`src/design/sfc_pkg.sv`:
```
// Purpose: Shared constants and types for one synchronous FIFO channel
// Assumes: One system clock samples every channel pin
// Notes: The offset load order is also the readback order
package sfc_pkg;

	// ----------------------------------------------------------------
	// Widths and default sizes
	// ----------------------------------------------------------------
	localparam int unsigned DATA_W = 9;
	localparam int unsigned OFS_W = 8;
	localparam int unsigned DEPTH_DEF = 256;
	localparam int unsigned STAGE_DEPTH_DEF = 8;

	// ----------------------------------------------------------------
	// Values after reset
	// ----------------------------------------------------------------
	localparam logic [OFS_W-1:0] EMPTY_LO_RST = 8'h07;
	localparam logic [OFS_W-1:0] EMPTY_HI_RST = 8'h00;
	localparam logic [OFS_W-1:0] FULL_LO_RST = 8'h07;
	localparam logic [OFS_W-1:0] FULL_HI_RST = 8'h00;
	localparam logic [DATA_W-1:0] OUT_RST = 9'h000;
	localparam logic FULL_N_RST = 1'h1;
	localparam logic AFULL_N_RST = 1'h1;
	localparam logic EMPTY_N_RST = 1'h0;
	localparam logic AEMPTY_N_RST = 1'h0;

	// ----------------------------------------------------------------
	// Offset register positions and sequence
	// ----------------------------------------------------------------
	localparam logic [1:0] IDX_EMPTY_LO = 2'h0;
	localparam logic [1:0] IDX_EMPTY_HI = 2'h1;
	localparam logic [1:0] IDX_FULL_LO = 2'h2;
	localparam logic [1:0] IDX_FULL_HI = 2'h3;

	typedef enum logic [3:0] {
		OFS_EMPTY_LO = 4'h1,
		OFS_EMPTY_HI = 4'h2,
		OFS_FULL_LO = 4'h4,
		OFS_FULL_HI = 4'h8
	} sfc_ofs_sel_type;

	function automatic sfc_ofs_sel_type sfc_ofs_next(input sfc_ofs_sel_type s);
		unique case (s)
			OFS_EMPTY_LO: sfc_ofs_next = OFS_EMPTY_HI;
			OFS_EMPTY_HI: sfc_ofs_next = OFS_FULL_LO;
			OFS_FULL_LO: sfc_ofs_next = OFS_FULL_HI;
			default: sfc_ofs_next = OFS_EMPTY_LO;
		endcase
	endfunction : sfc_ofs_next

	function automatic logic [1:0] sfc_ofs_idx(input sfc_ofs_sel_type s);
		unique case (s)
			OFS_EMPTY_HI: sfc_ofs_idx = IDX_EMPTY_HI;
			OFS_FULL_LO: sfc_ofs_idx = IDX_FULL_LO;
			OFS_FULL_HI: sfc_ofs_idx = IDX_FULL_HI;
			default: sfc_ofs_idx = IDX_EMPTY_LO;
		endcase
	endfunction : sfc_ofs_idx

endpackage : sfc_pkg

```
`src/design/sfc_channel.sv`:
```
// Purpose: One channel of a dual synchronous FIFO with programmable flags
// Assumes: Pin clocks are slow enough to be sampled by SYS_CLK_I
// Notes: Pin data must hold two system cycles past each pin clock rise
// Contract
// Reset returns read and write pointers to the first location.
// Writer must reset the channel after power-up before any write.
// Reset drives full and almost-full high, empty and almost-empty low.
// Reset clears the output register and loads default offsets.
// Writes start on write clock rise; full flags update on that edge.
// Works with asynchronous or identical write and read clocks.
// Flag mode: first write enable low stores a word each write edge.
// Flag mode: first write enable high holds input, stores nothing.
// Full drives full flag low, writes ignored; a read releases it.
// Both read enables low moves next word to output on read edge.
// Either read enable high holds the output register.
// Empty drives empty flag low, reads ignored; a write releases it.
// Empty and almost-empty flags update on read clock rise.
// Output enable low drives data out; high floats the data outputs.
// Dual pin sampled in reset: high two enables, low load strobe.
// Two-enable mode stores only with first low and second high.
// Two-enable mode otherwise holds input; enables ignored when full.
// Four 8-bit offset registers, loaded from inputs, read on outputs.
// Loads step empty low, empty high, full low, full high, wrap.
// Load position kept while strobe high; next load continues.
// Strobe and read enables low step offsets out in load order.
// Almost-empty low while n or fewer words held, n empty offset.
// Almost-full low at depth minus m words or more, m full offset.
// Controller avoids loading and reading back offsets together.
// Depth is a power-of-two parameter; offsets truncated to address.
// Flags never release falsely and no word is lost.
`timescale 1ns/1ps

// ------------------------------------------------------------------------
// Staging buffer between write capture and the main array
// ------------------------------------------------------------------------
module sfc_stage_fifo #(
	parameter int unsigned WIDTH = 9,
	parameter int unsigned DEPTH = 8
) (
	// Clock and reset
	input wire logic clk_i,
	input wire logic rst_i,
	// Fill side
	input wire logic in_valid_i,
	output logic in_ready_o,
	input wire logic [WIDTH-1:0] in_data_i,
	// Drain side
	output logic out_valid_o,
	input wire logic out_ready_i,
	output logic [WIDTH-1:0] out_data_o
);
	localparam int unsigned PW = $clog2(DEPTH);

	logic [WIDTH-1:0] mem_q [DEPTH];
	logic [PW:0] wp_q;
	logic [PW:0] rp_q;
	logic push;
	logic pop;

	if (DEPTH < 2 || (DEPTH & (DEPTH - 1)) != 0) begin : g_chk
		$error("Stage depth must be a power of two of at least two");
	end

	// Extra pointer bit tells full from empty
	assign out_valid_o = (wp_q != rp_q);
	assign in_ready_o = (wp_q != {~rp_q[PW], rp_q[PW-1:0]});
	assign push = in_valid_i && in_ready_o;
	assign pop = out_valid_o && out_ready_i;
	assign out_data_o = mem_q[rp_q[PW-1:0]];

	always_ff @(posedge clk_i) begin
		if (push) begin
			mem_q[wp_q[PW-1:0]] <= in_data_i;
		end
	end

	always_ff @(posedge clk_i or posedge rst_i) begin
		if (rst_i) begin
			wp_q <= '0;
			rp_q <= '0;
		end else begin
			if (push) begin
				wp_q <= wp_q + 1'h1;
			end
			if (pop) begin
				rp_q <= rp_q + 1'h1;
			end
		end
	end

endmodule : sfc_stage_fifo

// ------------------------------------------------------------------------
// Channel top
// ------------------------------------------------------------------------
module sfc_channel
	import sfc_pkg::*;
#(
	parameter int unsigned DEPTH = DEPTH_DEF,
	parameter int unsigned STAGE_DEPTH = STAGE_DEPTH_DEF
) (
	// System
	input wire logic SYS_CLK_I,
	input wire logic RST_I,
	// Write port pins
	input wire logic WRITE_CLOCK_I,
	input wire logic WRITE_ENABLE_FIRST_N_I,
	input wire logic WRITE_ENABLE_SECOND_OR_LOAD_I,
	input wire logic [DATA_W-1:0] WRITE_DATA_I,
	// Read port pins
	input wire logic READ_CLOCK_I,
	input wire logic READ_ENABLE_FIRST_N_I,
	input wire logic READ_ENABLE_SECOND_N_I,
	input wire logic OUTPUT_ENABLE_N_I,
	output logic [DATA_W-1:0] READ_DATA_O,
	output logic READ_DATA_OE_O,
	// Flags
	output logic FULL_N_O,
	output logic ALMOST_FULL_N_O,
	output logic EMPTY_N_O,
	output logic ALMOST_EMPTY_N_O
);
	localparam int unsigned AW = $clog2(DEPTH);
	localparam int unsigned PIN_W = DATA_W + 7;
	localparam logic [AW:0] DEPTH_L = (AW+1)'(DEPTH);

	if (DEPTH < 16 || DEPTH > 65536 || (DEPTH & (DEPTH - 1)) != 0) begin : g_chk
		$error("Depth must be a power of two from 16 to 65536");
	end

	// ----------------------------------------------------------------
	// Reset and pin synchronisers
	// ----------------------------------------------------------------
	logic rst_m_q;
	logic rst_q;
	logic [PIN_W-1:0] pin_m_q;
	logic [PIN_W-1:0] pin_s_q;
	logic wclk_s, wen1_n_s, wen2_s, rclk_s, ren1_n_s, ren2_n_s, oe_n_s;
	logic [DATA_W-1:0] wdata_s;
	logic wclk_d_q;
	logic rclk_d_q;
	logic wr_edge;
	logic rd_edge;

	// Release is synchronous so no flop sees a runt reset edge
	always_ff @(posedge SYS_CLK_I or posedge RST_I) begin
		if (RST_I) begin
			rst_m_q <= 1'h1;
			rst_q <= 1'h1;
		end else begin
			rst_m_q <= 1'h0;
			rst_q <= rst_m_q;
		end
	end

	// Pins share one pipe so data lines up with its clock edge
	always_ff @(posedge SYS_CLK_I) begin
		pin_m_q <= {WRITE_CLOCK_I, WRITE_ENABLE_FIRST_N_I, WRITE_ENABLE_SECOND_OR_LOAD_I,
			WRITE_DATA_I, READ_CLOCK_I, READ_ENABLE_FIRST_N_I, READ_ENABLE_SECOND_N_I,
			OUTPUT_ENABLE_N_I};
		pin_s_q <= pin_m_q;
	end

	assign {wclk_s, wen1_n_s, wen2_s, wdata_s, rclk_s, ren1_n_s, ren2_n_s, oe_n_s} = pin_s_q;

	always_ff @(posedge SYS_CLK_I) begin
		wclk_d_q <= wclk_s;
		rclk_d_q <= rclk_s;
	end

	// Each pin clock gets its own edge, so tied or free clocks both work
	assign wr_edge = wclk_s && !wclk_d_q && !rst_q;
	assign rd_edge = rclk_s && !rclk_d_q && !rst_q;

	// ----------------------------------------------------------------
	// Mode capture
	// ----------------------------------------------------------------
	logic mode_two_q;

	// Not reset: it must follow the pin for the whole reset pulse
	always_ff @(posedge SYS_CLK_I) begin
		if (rst_q) begin
			mode_two_q <= wen2_s;
		end
	end

	// ----------------------------------------------------------------
	// Command decode
	// ----------------------------------------------------------------
	logic full_n_q;
	logic afull_n_q;
	logic empty_n_q;
	logic aempty_n_q;
	logic wr_cmd;
	logic wr_take;
	logic ofs_load;
	logic rd_both;
	logic ofs_read;
	logic rd_take;
	logic stg_in_ready;
	logic stg_out_valid;
	logic [DATA_W-1:0] stg_data;
	logic arr_room;
	logic drain;

	// Same pin pattern writes in both modes; only flag mode loads offsets
	assign wr_cmd = wr_edge && !wen1_n_s && wen2_s && full_n_q;
	assign wr_take = wr_cmd && stg_in_ready;
	assign ofs_load = wr_edge && !wen1_n_s && !wen2_s && !mode_two_q;
	assign rd_both = rd_edge && !ren1_n_s && !ren2_n_s;
	assign ofs_read = rd_both && !mode_two_q && !wen2_s;
	assign rd_take = rd_both && !ofs_read && empty_n_q;

	sfc_stage_fifo #(
		.WIDTH(DATA_W),
		.DEPTH(STAGE_DEPTH)
	) u_stage (
		.clk_i(SYS_CLK_I),
		.rst_i(rst_q),
		.in_valid_i(wr_cmd),
		.in_ready_o(stg_in_ready),
		.in_data_i(wdata_s),
		.out_valid_o(stg_out_valid),
		.out_ready_i(arr_room),
		.out_data_o(stg_data)
	);

	// ----------------------------------------------------------------
	// Main array and counts
	// ----------------------------------------------------------------
	logic [DATA_W-1:0] mem_q [DEPTH];
	logic [AW-1:0] wr_ptr_q;
	logic [AW-1:0] rd_ptr_q;
	logic [AW:0] arr_cnt_q;
	logic [AW:0] level_q;
	logic [AW:0] arr_d;
	logic [AW:0] lvl_d;
	logic [DATA_W-1:0] rd_word;

	assign arr_room = (arr_cnt_q != DEPTH_L);
	assign drain = stg_out_valid && arr_room;
	assign rd_word = mem_q[rd_ptr_q];

	always_ff @(posedge SYS_CLK_I) begin
		if (drain) begin
			mem_q[wr_ptr_q] <= stg_data;
		end
	end

	always_ff @(posedge SYS_CLK_I or posedge rst_q) begin
		if (rst_q) begin
			wr_ptr_q <= '0;
			rd_ptr_q <= '0;
		end else begin
			if (drain) begin
				wr_ptr_q <= wr_ptr_q + 1'h1;
			end
			if (rd_take) begin
				rd_ptr_q <= rd_ptr_q + 1'h1;
			end
		end
	end

	// Level counts staged words too, so full never lets a word slip
	always_comb begin
		arr_d = arr_cnt_q;
		lvl_d = level_q;
		if (drain) begin
			arr_d = arr_d + 1'h1;
		end
		if (rd_take) begin
			arr_d = arr_d - 1'h1;
			lvl_d = lvl_d - 1'h1;
		end
		if (wr_take) begin
			lvl_d = lvl_d + 1'h1;
		end
	end

	always_ff @(posedge SYS_CLK_I or posedge rst_q) begin
		if (rst_q) begin
			arr_cnt_q <= '0;
			level_q <= '0;
		end else begin
			arr_cnt_q <= arr_d;
			level_q <= lvl_d;
		end
	end

	// ----------------------------------------------------------------
	// Offset registers
	// ----------------------------------------------------------------
	logic [OFS_W-1:0] ofs_q [4];
	sfc_ofs_sel_type wsel_q;
	sfc_ofs_sel_type rsel_q;
	logic [2*OFS_W-1:0] e_ofs16;
	logic [2*OFS_W-1:0] f_ofs16;
	logic [AW:0] e_ofs_x;
	logic [AW:0] f_ofs_x;
	logic [OFS_W-1:0] ofs_rd_byte;

	assign e_ofs16 = {ofs_q[IDX_EMPTY_HI], ofs_q[IDX_EMPTY_LO]};
	assign f_ofs16 = {ofs_q[IDX_FULL_HI], ofs_q[IDX_FULL_LO]};
	// Bits above the address width are dropped
	assign e_ofs_x = {1'h0, e_ofs16[AW-1:0]};
	assign f_ofs_x = {1'h0, f_ofs16[AW-1:0]};
	assign ofs_rd_byte = ofs_q[sfc_ofs_idx(rsel_q)];

	always_ff @(posedge SYS_CLK_I or posedge rst_q) begin
		if (rst_q) begin
			ofs_q[IDX_EMPTY_LO] <= EMPTY_LO_RST;
			ofs_q[IDX_EMPTY_HI] <= EMPTY_HI_RST;
			ofs_q[IDX_FULL_LO] <= FULL_LO_RST;
			ofs_q[IDX_FULL_HI] <= FULL_HI_RST;
		end else if (ofs_load) begin
			ofs_q[sfc_ofs_idx(wsel_q)] <= wdata_s[OFS_W-1:0];
		end
	end

	// Position survives the strobe going high
	always_ff @(posedge SYS_CLK_I or posedge rst_q) begin
		if (rst_q) begin
			wsel_q <= OFS_EMPTY_LO;
		end else if (ofs_load) begin
			wsel_q <= sfc_ofs_next(wsel_q);
		end
	end

	always_ff @(posedge SYS_CLK_I or posedge rst_q) begin
		if (rst_q) begin
			rsel_q <= OFS_EMPTY_LO;
		end else if (ofs_read) begin
			rsel_q <= sfc_ofs_next(rsel_q);
		end
	end

	// ----------------------------------------------------------------
	// Flags
	// ----------------------------------------------------------------
	always_ff @(posedge SYS_CLK_I or posedge rst_q) begin
		if (rst_q) begin
			full_n_q <= FULL_N_RST;
			afull_n_q <= AFULL_N_RST;
		end else if (wr_edge) begin
			full_n_q <= (lvl_d != DEPTH_L);
			afull_n_q <= (lvl_d < DEPTH_L - f_ofs_x);
		end
	end

	// Flag is what gates reads, so a late word cannot be read early
	always_ff @(posedge SYS_CLK_I or posedge rst_q) begin
		if (rst_q) begin
			empty_n_q <= EMPTY_N_RST;
			aempty_n_q <= AEMPTY_N_RST;
		end else if (rd_edge) begin
			empty_n_q <= (arr_d != '0);
			aempty_n_q <= (arr_d > e_ofs_x);
		end
	end

	assign FULL_N_O = full_n_q;
	assign ALMOST_FULL_N_O = afull_n_q;
	assign EMPTY_N_O = empty_n_q;
	assign ALMOST_EMPTY_N_O = aempty_n_q;

	// ----------------------------------------------------------------
	// Output register and enable
	// ----------------------------------------------------------------
	logic [DATA_W-1:0] out_q;

	always_ff @(posedge SYS_CLK_I or posedge rst_q) begin
		if (rst_q) begin
			out_q <= OUT_RST;
		end else if (ofs_read) begin
			out_q <= {{(DATA_W-OFS_W){1'h0}}, ofs_rd_byte};
		end else if (rd_take) begin
			out_q <= rd_word;
		end
	end

	assign READ_DATA_O = out_q;
	assign READ_DATA_OE_O = !oe_n_s;
endmodule : sfc_channel

```
`config.mk`:
```
export PLATFORM = sky130hd
export DESIGN_NAME = sfc_channel
export DESIGN_NICKNAME = d
export VERILOG_FILES = /design/src/design/sfc_pkg.sv /design/src/design/sfc_channel.sv
export SDC_FILE = /design/constraint.sdc
export NUM_CORES = 2
export LEC_CHECK = 0
export BUFFER_PORTS_ARGS = -buffer_cell sky130_fd_sc_hd__buf_4
export CAP_MARGIN = 20
export CORE_ASPECT_RATIO = 2
export CORE_MARGIN = 3
export CORE_UTILIZATION = 49
export DETAILED_ROUTE_END_ITERATION = 8
export MAX_ROUTING_LAYER = met4
export SYNTH_ARGS = -nofsm -noshare
export SYNTH_HDL_FRONTEND = slang
export SYNTH_SLANG_ARGS = --single-unit
```
`constraint.sdc`:
```
create_clock -name SYS_CLK_I -period 3.5 [get_ports SYS_CLK_I]
set_input_delay 0.7 -clock SYS_CLK_I [delete_from_list [all_inputs] [get_ports SYS_CLK_I]]
set_output_delay 0.7 -clock SYS_CLK_I [all_outputs]
set_load 0.05 [all_outputs]
```
# Word level (Yosys, flattened, before mapping)
# Memory sizes are Yosys's and may differ from the RTL's.
# Index checks and enable logic that the tools add are counted.
dict set report classes {
  n_addsub 9
  n_lt_le_gt_ge 5
  eq_ne 12
  muxes 21
  bitwise 3
  reduce_logical 30
}
# operator n
set op_table {}
lappend op_table {{9-bit 2-to-1 mux} 6}
lappend op_table {{32-bit bitwise mux} 1}
lappend op_table {{8-bit 2-to-1 mux} 3}
lappend op_table {{4-bit case mux with 3 select lines} 2}
lappend op_table {{9-bit by 1-bit adder with 9-bit output, second input constant} 2}
lappend op_table {{1-bit logical AND} 18}
lappend op_table {{9-bit != test, second input constant} 2}
lappend op_table {{9-bit by 1-bit subtractor with 9-bit output, second input constant} 2}
lappend op_table {{8-bit by 1-bit adder with 8-bit output, second input constant} 2}
lappend op_table {{8-bit binary-select mux with 2-bit select} 1}
lappend op_table {{8-bit demux with 2-bit select} 1}
lappend op_table {{2-bit case mux with 3 select lines} 2}
lappend op_table {{1-bit zero test} 10}
lappend op_table {{9-bit by 8-bit > comparator with 1-bit output} 1}
lappend op_table {{9-bit less-than comparator} 1}
lappend op_table {{9-bit nonzero test} 1}
lappend op_table {{9-bit by 8-bit subtractor with 9-bit output, first input constant} 1}
lappend op_table {{4-bit by 1-bit adder with 4-bit output, second input constant} 2}
lappend op_table {{4-bit by 1-bit == test with 1-bit output, second input constant} 2}
lappend op_table {{4-bit by 2-bit == test with 1-bit output, second input constant} 2}
lappend op_table {{4-bit by 3-bit == test with 1-bit output, second input constant} 2}
lappend op_table {{4-bit == test, second input constant} 2}
lappend op_table {{4-bit != test} 2}
lappend op_table {{3-bit >= comparator, second input constant} 2}
lappend op_table {{other kinds (6)} 10}
dict set report totals {
  reg_bits 132
  mem_bits_rw 2376
  inputBits 18
  output_inout_bits 14
  n_memories 2
}
# name depth width read_ports rd_clocked_by_memory_dff write_ports line_no
set mem_list {}
lappend mem_list {mem_q 256 9 1 0 1 sfc_channel.sv:231} ;# logic [DATA_W-1:0] mem_q [DEPTH];
lappend mem_list {u_stage.mem_q 8 9 1 0 1 sfc_channel.sv:54} ;# logic [WIDTH-1:0] mem_q [DEPTH];

# Depth between registers and ports, before layout
dict set report logic_depth {
  depth_word 14
  mapped_depth 21
  mapped_depth_nobuf 19
}

# Cells and area by module
# Synthesis repeated with hierarchy kept, for this count alone.
dict set report unflattened {
  cells_unflattened 4492
  hier_area_um2 97898.9
}
# mod n_inst cells_per_inst area_each_um2 seq_area_each_um2
set by_module_without_submodules {}
lappend by_module_without_submodules {sfc_channel 1 4326 94590.7 72139.2}
lappend by_module_without_submodules {sfc_stage_fifo 1 166 3308.2 2362.3}

# Worst setup path before layout
# Ideal clock, no wire load.
dict set report synth_timing {
  path_type {register -> register}
  startpoint {register u_stage.wp_q[0]}
  endpoint {register aempty_n_q, in the netlist ALMOST_EMPTY_N_O}
  setup_ns 0.121
  arrival_time_ns 3.845
  t_required_ns 3.379
  setup_slack_ns -0.466
  stages_incl_launch_ff 21
  n_path_buf 4
  synth_period_minus_slack_ns 3.966
  path_cell_list {dfrtp_1 > clkbuf_1 > xnor2_1 > nand4b_1 > clkbuf_1 > and2_1 > clkbuf_1 > clkbuf_1 > nor2_1 > a21oi_1 > ha_1 > mux2i_1 > ha_1 > nor2b_1 > o21a_1 > o21a_1 > o21a_1 > o21a_1 > o211ai_1 > a21oi_1 > o22a_1}
}
dict set report synth_via {
  elab_chain_len 6
}
# element line_no
set synth_lines {}
lappend synth_lines {{start: declaration} sfc_channel.sv:55} ;# logic [PW:0] wp_q;
lappend synth_lines {{start signal: assignment} sfc_channel.sv:83} ;# wp_q <= wp_q + 1'h1;
lappend synth_lines {{4-bit != test *} sfc_channel.sv:65} ;# assign out_valid_o = (wp_q != rp_q);
lappend synth_lines {{1-bit logical AND *} sfc_channel.sv:241} ;# assign drain = stg_out_valid && arr_room;
lappend synth_lines {{9-bit 2-to-1 mux *} sfc_channel.sv:268} ;# if (drain) begin
lappend synth_lines {{9-bit by 1-bit subtractor with 9-bit output} sfc_channel.sv:272} ;# arr_d = arr_d - 1'h1;
lappend synth_lines {{9-bit 2-to-1 mux *} sfc_channel.sv:271} ;# if (rd_take) begin
lappend synth_lines {{named net arr_d[1]} sfc_channel.sv:236} ;# logic [AW:0] arr_d;
lappend synth_lines {{9-bit by 8-bit > comparator with 1-bit output *} sfc_channel.sv:357} ;# aempty_n_q <= (arr_d > e_ofs_x);
lappend synth_lines {{end signal: assignment} sfc_channel.sv:357}
lappend synth_lines {{end: declaration} sfc_channel.sv:193} ;# logic aempty_n_q;
# The timed path passes the listed nets; every way through them passes the cells marked *.
# A chain may end at the register's enable or synchronous reset.

# Final worst setup path
dict set report layout_timing {
  startpoint {register u_stage.rp_q[3]}
  endpoint {register aempty_n_q, in the netlist ALMOST_EMPTY_N_O}
}
dict set report layout_via {
  elab_chain_len 6
}
# element line_no
set layout_lines {}
lappend layout_lines {{start: declaration} sfc_channel.sv:56} ;# logic [PW:0] rp_q;
lappend layout_lines {{start signal: assignment} sfc_channel.sv:86} ;# rp_q <= rp_q + 1'h1;
lappend layout_lines {{4-bit != test *} sfc_channel.sv:65}
lappend layout_lines {{1-bit logical AND *} sfc_channel.sv:241}
lappend layout_lines {{9-bit 2-to-1 mux *} sfc_channel.sv:268}
lappend layout_lines {{9-bit by 1-bit subtractor with 9-bit output} sfc_channel.sv:272}
lappend layout_lines {{9-bit 2-to-1 mux *} sfc_channel.sv:271}
lappend layout_lines {{named net arr_d[2]} sfc_channel.sv:236}
lappend layout_lines {{9-bit by 8-bit > comparator with 1-bit output *} sfc_channel.sv:357}
# Marked as above.

==> reports/metrics.cfg <==
[floorplanning]
die_h_um=637
die_width_um=322
die_area_um2=205000
ioPinCount=32
num_rows=231
coreArea_um2=198000
start_util_pct=49.3

[synthesis]
synth.cell_area_um2=97600
synth.most_common_cell=edfxtp_1
synth-edff-count=2377
syn_area_per_cell_um2=22.0
yosysUniqueCellTypes=66
synth_top_cell_area_share_pct=73.2
yosys.area.top_type=edfxtp_1
async_flop_share_pct=3.87
synth-seq-cells=2508
ys_seq_area_share_pct=76.4
synthesis.nets=4478
ys_top_cells_by_area=edfxtp_1 (73%), mux4_2 (17%), dfrtp_1 (2.2%)
ys_warn_count=0
synth_ff_type=edfxtp_1
synth_common_cells=edfxtp_1 (2377), mux4_2 (727), nor2_1 (308)
syn_inst=4431

[clock_tree]
cts-root-buf=clkbuf_16
cts.clk_slew.worst_paths_ns=0.07
cts_htree_levels=4
cts_tree=yes
clockBufferDepth=4
clkLatencyLatePin_ns=0.88
cts_made_buffers=219
cts_num_sinks=2508

[routing]
dr_total_vias=47121
route.detailed.drc=0
initialDrtViolationCount=4561
via_per_inst=6.08
totalWireLength_um=255000
ant_nets=0
wire_per_inst_um=32.9
drt_pass1_iterations=5

[global_route]
grt_usage_pct=26.0
grt_pass1_vias=49325
grt_remaining_overflow=0
grt_pass1_wl_um=365000
grt_max_degree=170
antenna_found_initial=3

[critical_path]
crit_path_frequent_cell=o21a_1
end_kind=flop
worstPathMaxFanout=4
worst_setup_path_start_kind=flop
crit_chain=xor2_2, nand4b_1, buf_4, and2_4, xnor2_4, ha_4, nand4_1, inv_2, xnor2_2, ha_1, o21a_1, o21a_1, o21a_1, o21a_1, o211ai_1, a21oi_1, o22a_1
crit_slowest_cell=dfrtp_1
crit_required_ns=4.24
max_stage_delay_ns=0.41
arrival_ns=4.22
worstSetupPathType=reg -> reg

[sta]
skew_ns=0.0539
fin_ws_ns=0.0153
period_minus_slack_ns=3.48
slew_headroom_pct=11.7
fin_crit_sh_pct=99.6
whs_ns=0.331
clock.fmax_mhz=287
worstMarginPinSlew_ns=1.32
slew_violations=0
setup_viol=0
rsz0062_at_grt=yes
finalHoldViolCount=0

[power_and_ir_drop]
power_frac_clock_pct=26.2
pwr-share-comb_pct=30.4
intPower_mw=64.7
switching_share_pct=31.0
p_seq_share_pct=43.4
leakage_nw=36.0
ir_worst_vdd_v=0.00146
powerDensity_nw_per_um2=831
p_switching_mw=29.1

[place]
globalplace.congestion=0.880
dp_hpwl_um=172000
io_buffers=31
pre_cts_slack_ns=-0.148

[final_layout]
nNetsFinal=5058
drive_gt1_share_pct=33.7
syn_to_final_growth_pct=15.7

[run_status]
status=finished clean

[flow_run]
cap_violations=0

[hold_path]
hp-class=reg -> reg

flip-flops by register name (all words and copies together) (netlist names), 4 cells and up:
register and flops:
READ_DATA_O 9, e_ofs16 16, wsel_q 4, u_stage.wp_q 4, level_q 9, pin_s_q 16, rd_ptr_q 8, pin_m_q 16
u_stage.rp_q 4, rsel_q 4, arr_cnt_q 9, u_stage.mem_q 72, f_ofs16 16, mem_q 2304, wr_ptr_q 8
metal layers:
metal	share of wire (%)	routed length, um	GRT usage (%)
met1	34	86900	28.4
met2	56	144000	47.6
met3	4.2	10600	2.73
met4	5.4	13800	11.6
met5	0	0	-
stage by stage:
stage / power (mW) / cells / instance area [um^2] / TNS [ns] / utilization [%]
6_report: 93.8 / 7756 / 113000 / 0 / 57.0
5_1_grt: 97.0 / 7754 / 113000 / -0.188 / 57.0
4_1_cts: 94.6 / 7741 / 113000 / 0 / 56.9
3_5_place_dp: 70.1 / 7324 / 105000 / -0.294 / 53.2
3_3_place_gp: 69.5 / 7322 / 105000 / -0.291 / 53.1
2_1_floorplan: 57.1 / 4431 / 97600 / -221.07 / -
cell usage in the layout, fill, tap and decap left out, types with 7 or more instances in the layout:
master / count
clkinvlp_4: 9
nand3_1: 29
dfrtp_1: 78
a21oi_1: 28
mux2_8: 9
xor2_1: 18
o221ai_1: 25
bufinv_16: 28
dlygate4sd3_1: 17
nand2_2: 9
edfxtp_1: 2377
clkbuf_1: 35
o21ai_0: 26
clkinv_1: 46
a22oi_1: 11
nor2b_1: 7
mux2_2: 33
dfxtp_1: 34
clkinv_2: 45
xnor2_1: 35
clkbuf_16: 222
o22ai_1: 10
buf_12: 75
dfstp_2: 12
nor2_1: 305
nand4_1: 20
mux4_2: 727
buf_4: 509
inv_1: 29
nand2_1: 111
nor3_1: 14
mux2i_1: 56
ha_1: 25
cell type report:
class	instances	area (um^2)
clock buffers	262	5760
flip-flops and latches	2508	74500
multi-input cells	1642	22300
clock inverters	137	1400
repair buffers	605	5550
diodes	4	10.0
inverters	35	134
well taps	2563	3210
fillers	14444	85100
power groups by stage:
stage	registers (mW)	logic [mW]	clock network, mW
after floorplan	41.8	15.2	0
after global placement	41.2	28.3	0
after detailed placement	41.3	28.8	0
after CTS	40.7	28.9	25.0
after global routing	40.8	30.1	26.1
final	40.7	28.6	24.5
path summary, 6_finish.rpt:
| check | start | endpoint | slack, ns | cells past startpoint |
|---|---|---|---|---|
| max | u_stage.rp_q[3]$_DFFE_PP0P_ | ALMOST_EMPTY_N_O$_DFFE_PP0N_ | 0.02 | 17 |
| min | pin_m_q[7]$_DFF_P_ | pin_s_q[7]$_DFF_P_ | 0.33 | 0 |
| max reg2reg | u_stage.rp_q[3]$_DFFE_PP0P_ | ALMOST_EMPTY_N_O$_DFFE_PP0N_ | 0.02 | 17 |
| min reg2reg | pin_m_q[7]$_DFF_P_ | pin_s_q[7]$_DFF_P_ | 0.33 | 0 |
| min in group asynchronous | rst_q$_DFF_PP1_ | wr_ptr_q[0]$_DFFE_PP0P_ | 0.43 | 2 |
| max in group asynchronous | rst_q$_DFF_PP1_ | f_ofs16[2]$_DFFE_PP1P_ | 2.27 | 3 |
cell families after synthesis:
family | Yosys count | share of synthesized area (%)
flip-flops | 2508 | 76.4
multiplexers | 825 | 17.8
AND/OR/NAND/NOR | 556 | 2.47
buffers and inverters | 281 | 1.21
AO/OA/AOI/OAI | 172 | 1.22
XOR/XNOR | 59 | 0.530
adder cells (fa/ha/maj) | 29 | 0.372
other | 1 | 0.00384
repair_timing:
item	in CTS	in global routing
gates resized for setup	11	37
setup endpoints to repair	2	14
pin swaps	2	17
endpoints found under the hold margin	18	0
setup buffers	1	10
hold buffers	17	0
critical path, delay by kind of cell, from the launching register on:
kind	cells	cell delay, ns
xor gates and xnor gates	3	0.57
DFF	1	0.41
buffers and inverters	2	0.35
and+or+nand+nor	3	0.57
AOI/OAI and AO/OA	7	1.03
adders and majority gates	2	0.45
No activity file was read; power rests on OpenSTA's default activity.
